`src/inc/fth_defines.svh`:
```
// Constants of the FIFO threshold flag block: register offsets, fields, resets.
// Assumes a 32-bit APB register bus and a 4096 data-bit FIFO store.
`ifndef FTH_DEFINES_SVH
`define FTH_DEFINES_SVH

`define FTH_CAP_BITS      13'h1000
`define FTH_FILL_W        13
`define FTH_THR_W         12

`define FTH_OFS_CTRL      12'h000
`define FTH_OFS_ALMOST_EMPTY_THRESHOLD     12'h004
`define FTH_OFS_ALMOST_FULL_THRESHOLD     12'h008
`define FTH_OFS_STATUS    12'h00c
`define FTH_OFS_INT_STAT  12'h010
`define FTH_OFS_INT_MASK  12'h014

`define FTH_CTRL_WR_LSB   0
`define FTH_CTRL_RD_LSB   4
`define FTH_CTRL_FLUSH    8
`define FTH_STAT_FLG_LSB  16

`define FTH_INT_AE        0
`define FTH_INT_AF        1
`define FTH_INT_OVF       2
`define FTH_INT_UNF       3
`define FTH_INT_W         4

`define FTH_CTRL_RST      3'h0
`define FTH_ALMOST_EMPTY_THRESHOLD_RST     12'h000
`define FTH_ALMOST_FULL_THRESHOLD_RST     12'hfff
`define FTH_MASK_RST      4'h0

`endif

```
`src/inc/fth_pkg.sv`:
```
// Types and width helpers of the FIFO threshold flag block.
// Assumes the constants header is on the include path.
`include "fth_defines.svh"

package fth_pkg;

    typedef enum logic [2:0] {
        FTH_W1,
        FTH_W2,
        FTH_W4,
        FTH_W9,
        FTH_W18
    } fth_width_t;

    typedef logic [`FTH_FILL_W-1:0] fth_fill_t;
    typedef logic [`FTH_THR_W-1:0]  fth_thr_t;

    // Parity bits are not counted, so nine and eighteen bits count as eight and sixteen.
    function automatic fth_fill_t fth_bits(input fth_width_t code);
        fth_fill_t one;
        one = `FTH_FILL_W'(1);
        case (code)
            FTH_W2:  fth_bits = one << 1;
            FTH_W4:  fth_bits = one << 2;
            FTH_W9:  fth_bits = one << 3;
            FTH_W18: fth_bits = one << 4;
            default: fth_bits = one;
        endcase
    endfunction

    // Level rounded down to whole entries of the given port width.
    function automatic fth_fill_t fth_round(input fth_fill_t fill, input fth_width_t code);
        fth_round = fill & ~(fth_bits(code) - `FTH_FILL_W'(1));
    endfunction

endpackage

```
`src/rtl/fth_top.sv`:
```
// FIFO flag logic with programmable almost-empty and almost-full thresholds.
// Assumes one 10 MHz clock, APB from software and fabric strobes synchronous to it.
//
// Decided for this implementation: the APB interface to the registers and the placing of the registers.
`timescale 1ns/10ps

// Contract
// - Almost-empty rises when read level reaches threshold.
// - Almost-empty holds until level exceeds threshold.
// - Almost-full in write entries, almost-empty in read.
// - Thresholds are twelve bits, parity bits ignored.
// - Empty while no whole read word stored.
// - Full while no whole write word fits.
module fth_top (
    input  wire logic        clock_i,
    input  wire logic        rstn_i,
    input  wire logic        psel_i,
    input  wire logic        penable_i,
    input  wire logic        pwrite_i,
    input  wire logic [11:0] paddr_i,
    input  wire logic [31:0] pwdata_i,
    output logic      [31:0] prdata_o,
    output logic             pready_o,
    output logic             pslverr_o,
    input  wire logic        wr_en_i,
    input  wire logic        rd_en_i,
    output logic             empty_o,
    output logic             full_o,
    output logic             almost_empty_flag_o,
    output logic             almost_full_flag_o,
    output logic             irq_o
);
    import fth_pkg::*;

    fth_width_t               wr_code_q;
    fth_width_t               rd_code_q;
    fth_thr_t                 almost_empty_threshold_q;
    fth_thr_t                 almost_full_threshold_q;
    logic [`FTH_INT_W-1:0]    int_stat_q;
    logic [`FTH_INT_W-1:0]    int_mask_q;
    logic [`FTH_INT_W-1:0]    int_evt;
    logic [31:0]              rdata;
    logic                     rd_hit;
    logic                     apb_acc;
    logic                     apb_do;
    logic                     flush;
    logic                     wr_acc;
    logic                     rd_acc;
    logic                     ae_d;
    logic                     af_d;
    fth_fill_t                fill_d;
    fth_fill_t                fill_q;

    assign apb_acc = psel_i && penable_i && !pready_o;
    assign apb_do  = psel_i && penable_i && pready_o;
    assign flush   = apb_do && pwrite_i && (paddr_i == `FTH_OFS_CTRL)
                     && pwdata_i[`FTH_CTRL_FLUSH];

    // A refused strobe is dropped, which keeps half words out of the store.
    assign wr_acc = wr_en_i && !full_o;
    assign rd_acc = rd_en_i && !empty_o;

    fth_level u_level (
        .clock_i   (clock_i),
        .rstn_i    (rstn_i),
        .flush_i   (flush),
        .wr_acc_i  (wr_acc),
        .rd_acc_i  (rd_acc),
        .wr_code_i (wr_code_q),
        .rd_code_i (rd_code_q),
        .fill_d_o  (fill_d),
        .fill_q_o  (fill_q)
    );

    // Levels are rounded to each port's own entry size before comparison.
    assign ae_d = fth_round(fill_d, rd_code_q)
                  <= {1'b0, almost_empty_threshold_q};
    assign af_d = fth_round(fill_d, wr_code_q)
                  >= {1'b0, almost_full_threshold_q};

    always_ff @(posedge clock_i) begin
        if (!rstn_i) begin
            empty_o             <= 1'b1;
            full_o              <= 1'b0;
            almost_empty_flag_o <= 1'b1;
            almost_full_flag_o  <= 1'b0;
        end else begin
            empty_o             <= fill_d < fth_bits(rd_code_q);
            full_o              <= (`FTH_CAP_BITS - fill_d) < fth_bits(wr_code_q);
            almost_empty_flag_o <= ae_d;
            almost_full_flag_o  <= af_d;
        end
    end

    always_ff @(posedge clock_i) begin
        if (!rstn_i) begin
            wr_code_q                <= fth_width_t'(`FTH_CTRL_RST);
            rd_code_q                <= fth_width_t'(`FTH_CTRL_RST);
            almost_empty_threshold_q <= `FTH_ALMOST_EMPTY_THRESHOLD_RST;
            almost_full_threshold_q  <= `FTH_ALMOST_FULL_THRESHOLD_RST;
            int_mask_q               <= `FTH_MASK_RST;
        end else if (apb_do && pwrite_i) begin
            case (paddr_i)
                `FTH_OFS_CTRL: begin
                    wr_code_q <= fth_width_t'(pwdata_i[`FTH_CTRL_WR_LSB +: 3]);
                    rd_code_q <= fth_width_t'(pwdata_i[`FTH_CTRL_RD_LSB +: 3]);
                end
                `FTH_OFS_ALMOST_EMPTY_THRESHOLD: begin
                    almost_empty_threshold_q <= pwdata_i[`FTH_THR_W-1:0];
                end
                `FTH_OFS_ALMOST_FULL_THRESHOLD: begin
                    almost_full_threshold_q <= pwdata_i[`FTH_THR_W-1:0];
                end
                `FTH_OFS_INT_MASK: begin
                    int_mask_q <= pwdata_i[`FTH_INT_W-1:0];
                end
                default: begin
                end
            endcase
        end
    end

    always_comb begin
        int_evt                 = '0;
        int_evt[`FTH_INT_AE]    = ae_d && !almost_empty_flag_o;
        int_evt[`FTH_INT_AF]    = af_d && !almost_full_flag_o;
        int_evt[`FTH_INT_OVF]   = wr_en_i && full_o;
        int_evt[`FTH_INT_UNF]   = rd_en_i && empty_o;
    end

    // A new event in the clearing cycle survives the write-one-to-clear.
    always_ff @(posedge clock_i) begin
        if (!rstn_i) begin
            int_stat_q <= '0;
        end else if (apb_do && pwrite_i && (paddr_i == `FTH_OFS_INT_STAT)) begin
            int_stat_q <= (int_stat_q & ~pwdata_i[`FTH_INT_W-1:0]) | int_evt;
        end else begin
            int_stat_q <= int_stat_q | int_evt;
        end
    end

    always_ff @(posedge clock_i) begin
        if (!rstn_i) begin
            irq_o <= 1'b0;
        end else begin
            irq_o <= |(int_stat_q & int_mask_q);
        end
    end

    always_comb begin
        rdata  = '0;
        rd_hit = 1'b1;
        case (paddr_i)
            `FTH_OFS_CTRL: begin
                rdata[`FTH_CTRL_WR_LSB +: 3] = wr_code_q;
                rdata[`FTH_CTRL_RD_LSB +: 3] = rd_code_q;
            end
            `FTH_OFS_ALMOST_EMPTY_THRESHOLD:    rdata[`FTH_THR_W-1:0] = almost_empty_threshold_q;
            `FTH_OFS_ALMOST_FULL_THRESHOLD:    rdata[`FTH_THR_W-1:0] = almost_full_threshold_q;
            `FTH_OFS_STATUS: begin
                rdata[`FTH_FILL_W-1:0]          = fill_q;
                rdata[`FTH_STAT_FLG_LSB +: 4]   = {almost_full_flag_o, almost_empty_flag_o,
                                                   full_o, empty_o};
            end
            `FTH_OFS_INT_STAT: rdata[`FTH_INT_W-1:0] = int_stat_q;
            `FTH_OFS_INT_MASK: rdata[`FTH_INT_W-1:0] = int_mask_q;
            default:           rd_hit = 1'b0;
        endcase
    end

    // One wait state lets read data come from a flop in step with pready.
    always_ff @(posedge clock_i) begin
        if (!rstn_i) begin
            pready_o  <= 1'b0;
            pslverr_o <= 1'b0;
            prdata_o  <= '0;
        end else begin
            pready_o  <= apb_acc;
            pslverr_o <= apb_acc && !rd_hit;
            if (apb_acc && !pwrite_i) begin
                prdata_o <= rdata;
            end
        end
    end
endmodule // fth_top

```
`src/rtl/fth_level.sv`:
```
// Fill level of the FIFO store, counted in data bits.
// Assumes the caller only accepts a write while space is free and a read while data is there.
`timescale 1ns/10ps

module fth_level (
    input  wire logic              clock_i,
    input  wire logic              rstn_i,
    input  wire logic              flush_i,
    input  wire logic              wr_acc_i,
    input  wire logic              rd_acc_i,
    input  fth_pkg::fth_width_t    wr_code_i,
    input  fth_pkg::fth_width_t    rd_code_i,
    output fth_pkg::fth_fill_t     fill_d_o,
    output fth_pkg::fth_fill_t     fill_q_o
);
    import fth_pkg::*;

    fth_fill_t fill_q;
    fth_fill_t fill_d;

    always_comb begin
        fill_d = fill_q;
        if (wr_acc_i) begin
            fill_d = fill_d + fth_bits(wr_code_i);
        end
        if (rd_acc_i) begin
            fill_d = fill_d - fth_bits(rd_code_i);
        end
        if (flush_i) begin
            fill_d = '0;
        end
    end

    always_ff @(posedge clock_i) begin
        if (!rstn_i) begin
            fill_q <= '0;
        end else begin
            fill_q <= fill_d;
        end
    end

    assign fill_d_o = fill_d;
    assign fill_q_o = fill_q;

endmodule // fth_level

```
`config.mk`:
```
export PLATFORM = sky130hd
export DESIGN_NAME = fth_top
export DESIGN_NICKNAME = d
export VERILOG_FILES = /design/src/inc/fth_pkg.sv /design/src/rtl/fth_top.sv /design/src/rtl/fth_level.sv
export VERILOG_INCLUDE_DIRS = /design/src /design/src/inc
export SDC_FILE = /design/constraint.sdc
export NUM_CORES = 1
export LEC_CHECK = 0
export BUFFER_PORTS_ARGS = -buffer_cell sky130_fd_sc_hd__buf_2
export CAP_MARGIN = 20
export CORE_MARGIN = 2
export CORE_UTILIZATION = 51
export DETAILED_ROUTE_END_ITERATION = 12
export PLACE_DENSITY = 0.82
export SETUP_SLACK_MARGIN = 0.2
export SLEW_MARGIN = 20
export SYNTH_ARGS = -nofsm -noshare
export SYNTH_HDL_FRONTEND = slang
export SYNTH_SLANG_ARGS = --single-unit
export TNS_END_PERCENT = 30
```
`constraint.sdc`:
```
create_clock -name clock_i -period 6.35 [get_ports clock_i]
set_clock_uncertainty 0.2 [all_clocks]
set_input_delay 1.5875 -clock clock_i [delete_from_list [all_inputs] [get_ports clock_i]]
set_output_delay 1.5875 -clock clock_i [all_outputs]
set_load 0.01 [all_outputs]
```
==> impl_metrics.py, run 1 <==
metrics = {
    "setup_path": {
        "cp-end-kind": "register",
        "worstPathRequired_ns": 6.45,
        "cp_max_fo": 7,
        "setup.worst_path.start_class": "input pin",
        "worst_ep_arrival_time_ns": 5.92,
        "path_class": "input pin to register",
    },
    "timing": {
        "fmax_mhz": 172,
        "worst_pin_slew_ns": 0.923,
        "finalHoldViolCount": 0,
        "setup_viol": 0,
        "layout_min_cycle_time_ns": 5.83,
        "drv_slew": 0,
        "fin_tns_setup_ns": 0,
        "slew_headroom_pct": 38.4,
        "rsz0062_at_grt": "no",
        "finalCritPeriodShare_pct": 91.7,
    },
    "cells_and_area": {
        "drive_above_1_share_pct": 14.7,
        "nFillCells": 879,
        "multi_input_area_mm2": 0.00368,
        "final_core_util_pct": 57.6,
        "antenna_cells": 0,
        "ff_latch_area_mm2": 0.00150,
        "syn2layout_area_growth_pct": 8.80,
        "nets": 794,
    },
    "floorplan": {
        "die_area_mm2": 0.0117,
        "core_mm2": 0.0104,
        "rows": 37,
        "initial_core_util_pct": 53.0,
        "die_x_um": 108,
        "die_y_um": 108,
        "top_level_ports": 90,
    },
    "detailed_routing": {
        "drtIter0Drc": 402,
        "firstDrtPassIters": 6,
        "wirelength_mm": 14.6,
        "postRouteAntennaNets": 0,
        "drc": 0,
        "num_vias": 4937,
        "drt-wirelength-per-cell_um": 17.5,
        "via_per_inst": 5.90,
    },
    "grt": {
        "gr-total-overflow": 0,
        "antenna_found_initial": 0,
        "grt_pass1_wl_mm": 22.9,
        "track_usage_pct": 24.8,
        "grt_pass1_vias": 4707,
        "grt_max_degree": 77,
    },
    "clock_tree": {
        "cts_inserted_buffers": 9,
        "h-tree-depth": 3,
        "holdBufCountCts": 0,
        "cts_resized": 0,
        "cts_root_buf": "clkbuf_8",
        "clock_latency_ns": 0.36,
        "cts.sinks": 75,
        "cts_buffer_depth": 2,
        "clkTransAtPathRegs_ns": 0.09,
        "cts_tree": "built",
        "cts_setup_buffers": 0,
    },
    "synthesis": {
        "yosysSeqAreaShare_pct": 27.2,
        "netlist_area_mm2": 0.00552,
        "yosys-top-cells-area": "dfxtp_1 27%, ha_1 10%, nand2_1 5.2%, nor2b_1 3.7%, mux2i_1 3.4%",
        "synth_flop_cell": "dfxtp_1",
        "async_flop_share_pct": 0,
        "yosysWarnings": 0,
        "avgSynthCellArea_um2": 8.37,
        "synthTopCellsByCount": "77 x nand2_1, 75 x dfxtp_1, 45 x ha_1",
        "synth_edf_count": 0,
        "synth_largest_area_cell": "dfxtp_1",
        "synth_top_area_share_pct": 27.2,
        "syn_inst": 659,
        "yosysMostFrequentCell": "nand2_1",
        "synth_cell_types": 74,
        "ys_ff_latch": 75,
    },
    "worst_hold_path": {
        "hp-class": "register to register",
    },
    "power": {
        "p_leak_nw": 2.66,
        "ir_worst_vdd_v": 0.000139,
        "power_mw": 1.88,
        "cellPowerDensity_mw_per_mm2": 314,
    },
    "job": {
        "cap_violations": 0,
    },
    "outcome": {
        "outcome": "finished clean",
    },
    "placement": {
        "io_buffers": 54,
        "hpwl_mm": 11.1,
        "place_congestion": 0.915,
    },
}
## power breakdown
part | switching, mW | internal, mW
combinational | 0.523 | 0.438
sequential | 0.0628 | 0.511
clock | 0.201 | 0.148
total | 0.787 | 1.10
## flip-flops by register name, indices dropped and copies added, names as in the netlist, 3 cells and up
register,cells
prdata_o,17
u_level.fill_q_o,13
almost_empty_threshold_q,12
almost_full_threshold_q,12
int_mask_q,4
int_stat_q,4
rd_code_q,3
wr_code_q,3
## cells in the final DEF (no fill, tap or decap), drive strengths merged, types with 7 or more instances in the layout
cell type and count:
conb 15, nand2b 11, o21ai 21, nand2 77
xnor2 8, clkbuf 10, and2 19, o2111ai 7
a21o 16, o21a 11, o211a 9, and3 9
a21oi 18, nand3 13, nor3 16, nor2b 33
ha 45, nand4 7, xor2 8, mux2i 20
o211ai 21, nor2 23, dfxtp 75, inv 42
buf 58, a22oi 18, a21boi 22
## per-stage QoR
step | std cells | setup slack, ns | hold slack (ns) | cell area (um^2)
after floorplan | 673 | 0.905 | 0.253 | 5570
after global placement | 820 | 0.441 | 0.260 | 5800
after detailed placement | 820 | 0.319 | 0.264 | 5800
after CTS | 836 | 0.700 | 0.286 | 5990
after global routing | 837 | 0.339 | 0.308 | 6000
final | 837 | 0.525 | 0.283 | 6000
## worst max-delay path, stage by stage
cell	delay (ns)
buf_2	0.18
nor2b_1	0.42
mux2i_1	0.41
ha_1	0.29
nor2b_1	0.13
o21a_1	0.19
o21ai_0	0.22
a21oi_1	0.12
or3_1	0.41
nor2_1	0.13
ha_1	0.26
nand4_1	0.17
nor2_1	0.06
a211oi_1	0.37
o21ai_0	0.16
a21o_1	0.20
a21o_1	0.17
a21oi_1	0.14
o21ai_0	0.14
o21ai_0	0.17
## cell type report
type | instances | share of cell area [%]
Tap cell | 136 | 2.83
Sequential cell | 75 | 25.0
Multi-Input combinational cell | 512 | 61.4
Inverter | 39 | 2.44
Timing Repair Buffer | 59 | 5.27
Clock buffer | 9 | 2.06
Clock inverter | 7 | 1.00
## layer usage
metal	GRT usage, %	routed length, um	vias to the layer above
li1	-	-	2395
met1	32.1	6280	2346
met2	42.3	7190	165
met3	3.19	755	31
met4	9.16	424	0
met5	0	0	-
## cells by family (layout without fill, tap and decap cells)
family | Yosys count | after routing | synth area share (%)
flip-flops | 75 | 75 | 27.2
multiplexers | 26 | 26 | 5.53
other | 1 | 15 | 0.0680
buffers and inverters | 86 | 114 | 7.12
AO/OA/AOI/OAI | 162 | 162 | 21.8
adder cells (fa/ha/maj) | 47 | 47 | 10.9
XOR/XNOR | 16 | 16 | 2.54
AND/OR/NAND/NOR | 246 | 246 | 24.8
## final timing paths
path,startpoint,to,slack [ns],depth (start not counted)
worst min register to register,prdata_o[6],prdata_o[6],0.28,2
worst max register to register,wr_code_q[0],int_stat_q[0],0.79,23
worst max-delay path,wr_en_i,int_stat_q[0],0.52,20
worst min-delay path,prdata_o[6],prdata_o[6],0.28,2
(Power assumes the default switching activity.)
==> run 2, diff against run 1 <==
- CTS_BUF_LIST: unset -> sky130_fd_sc_hd__clkbuf_16
- CTS_CLUSTER_DIAMETER: unset -> 120
==> run 2 against run 1 <==
- die area stayed put
- setup slack better by 0.012 ns
- sequential cell count stayed put
- design area is 1.7% higher
- sequential share of layout area is 0.42 points lower
- maximum frequency is 0.20% higher
- global-route usage is 0.37 points higher
- core utilization is 0.97 points higher
- hold slack worse by 0.015 ns
- critical endpoint unchanged
- non-clock buffer count stayed put
- register-to-register slack better by 0.02 ns
- combinational power hardly changed
==> impl_metrics.py, run 2 (synthesized netlist as in run 1, its figures left out) <==
metrics = {
    "cells_and_area": {
        "final_common_cell": "nand2_1",
        "layout_common_cells": "77 x nand2_1, 75 x dfxtp_1, 53 x buf_2",
        "stdcell_count": 837,
        "final_core_util_pct": 58.6,
        "drive_above_1_share_pct": 14.7,
        "syn2layout_area_growth_pct": 10.6,
        "largest_reg_flops": 17,
        "largest_register": "prdata_o",
        "antenna_cells": 0,
        "nets": 794,
    },
    "placement": {
        "placed_cells": 820,
        "place_congestion": 0.915,
        "hpwl_mm": 11.1,
        "dpl_worst_slack_ns": 0.319,
        "io_buffers": 54,
    },
    "setup_path": {
        "setup.worst_path.start_class": "input pin",
        "cp-end-kind": "register",
        "worst_path_most_repeated_cell": "o21ai_0",
        "worst_ep_arrival_time_ns": 5.88,
        "worstPathRequired_ns": 6.42,
        "critPathSlowestCell": "nor2b_1",
        "crit_path_cell_trace": "buf_2 -> nor2b_1 -> mux2i_1 -> ha_1 -> nor2b_1 -> o21a_1 -> o21ai_0 -> a21oi_1 -> or3_1 -> nor2_1 -> ha_1 -> nand4_1 -> nor2_1 -> a211oi_1 -> o21ai_0 -> a21o_1 -> a21o_1 -> a21oi_1 -> o21ai_0 -> o21ai_0",
        "max_stage_delay_ns": 0.41,
        "path_class": "input pin to register",
        "cp_max_fo": 7,
    },
    "power": {
        "ir_worst_vdd_v": 0.000232,
        "power_mw": 2.03,
        "cellPowerDensity_mw_per_mm2": 332,
        "p_leak_nw": 2.71,
    },
    "outcome": {
        "outcome": "finished clean",
    },
    "floorplan": {
        "top_level_ports": 90,
        "core_mm2": 0.0104,
        "die_y_um": 108,
        "die_area_mm2": 0.0117,
        "die_x_um": 108,
        "rows": 37,
        "initial_core_util_pct": 53.0,
    },
    "grt": {
        "track_usage_pct": 25.2,
        "grtUsageMet1_pct": 31.6,
        "antenna_found_initial": 0,
        "top_usage_layer": "met2",
        "grtUsageMet2_pct": 43.3,
        "use_met3_pct": 4.10,
        "gr-total-overflow": 0,
        "grt_pass1_wl_mm": 23.4,
        "grt_pass1_vias": 4835,
        "grt_max_degree": 77,
    },
    "timing": {
        "fmax_mhz": 172,
        "slew_headroom_pct": 35.9,
        "setup_slack_ns": 0.536,
        "fin_tns_setup_ns": 0,
        "layout_min_cycle_time_ns": 5.81,
        "worst_pin_slew_ns": 0.959,
        "setup_viol": 0,
        "finalHoldViolCount": 0,
        "drv_slew": 0,
        "finalCritPeriodShare_pct": 91.6,
        "rsz0062_at_grt": "no",
    },
    "clock_tree": {
        "cts_buffer_depth": 2,
        "cts.sinks": 75,
        "cts_tree": "built",
        "cts_resized": 0,
        "holdBufCountCts": 0,
        "h-tree-depth": 3,
        "clkTransAtPathRegs_ns": 0.07,
        "cts_inserted_buffers": 9,
        "clock_latency_ns": 0.33,
        "cts_setup_buffers": 0,
        "cts_root_buf": "clkbuf_16",
    },
    "detailed_routing": {
        "drc": 0,
        "postRouteAntennaNets": 0,
        "drt-wirelength-per-cell_um": 17.6,
        "via_per_inst": 5.95,
        "drtIter0Drc": 460,
        "firstDrtPassIters": 5,
        "wirelength_mm": 14.7,
        "num_vias": 4982,
    },
    "worst_hold_path": {
        "hp-class": "register to register",
    },
    "job": {
        "cap_violations": 0,
    },
}
[run 2: report_power, final]
group          switching, mW  internal, mW
clock network          0.217         0.271
logic                  0.525         0.439
registers             0.0627         0.511
[run 2: area by class of cell]
| type | count | area, um^2 |
|---|---|---|
| inverters | 39 | 146 |
| well taps | 136 | 170 |
| repair buffers | 59 | 317 |
| clock inverters | 7 | 60.1 |
| fillers | 862 | 4310 |
| flip-flops and latches | 75 | 1500 |
| clock buffers | 9 | 225 |
| multi-input cells | 512 | 3680 |
[run 2: worst paths after layout]
check / startpoint / end / slack [ns] / cells past startpoint
setup reg to reg: wr_code_q[0] / int_stat_q[0] / 0.81 / 23
hold reg to reg: prdata_o[5] / prdata_o[5] / 0.27 / 2
hold / removal: prdata_o[5] / prdata_o[5] / 0.27 / 2
setup / recovery: wr_en_i / int_stat_q[0] / 0.54 / 20
[run 2: routing by layer]
layer / up-vias / routed length (um)
met5: - / 0
met3: 46 / 760
met1: 2338 / 6180
met4: 0 / 508
li1: 2400 / -
met2: 198 / 7280
[run 2: worst max-delay path, delay by kind of cell]
family | cells | cell delay [ns]
buffers and inverters | 1 | 0.18
muxes | 1 | 0.41
adders and majority gates | 2 | 0.55
AOI/OAI and AO/OA | 10 | 1.87
and+or+nand+nor | 6 | 1.29
[run 2: metrics by stage]
stage,area (um^2),hold WS [ns]
after global placement,5800,0.260
final,6100,0.268
after detailed placement,5800,0.264
after floorplan,5570,0.253
after global routing,6100,0.300
after CTS,6090,0.274
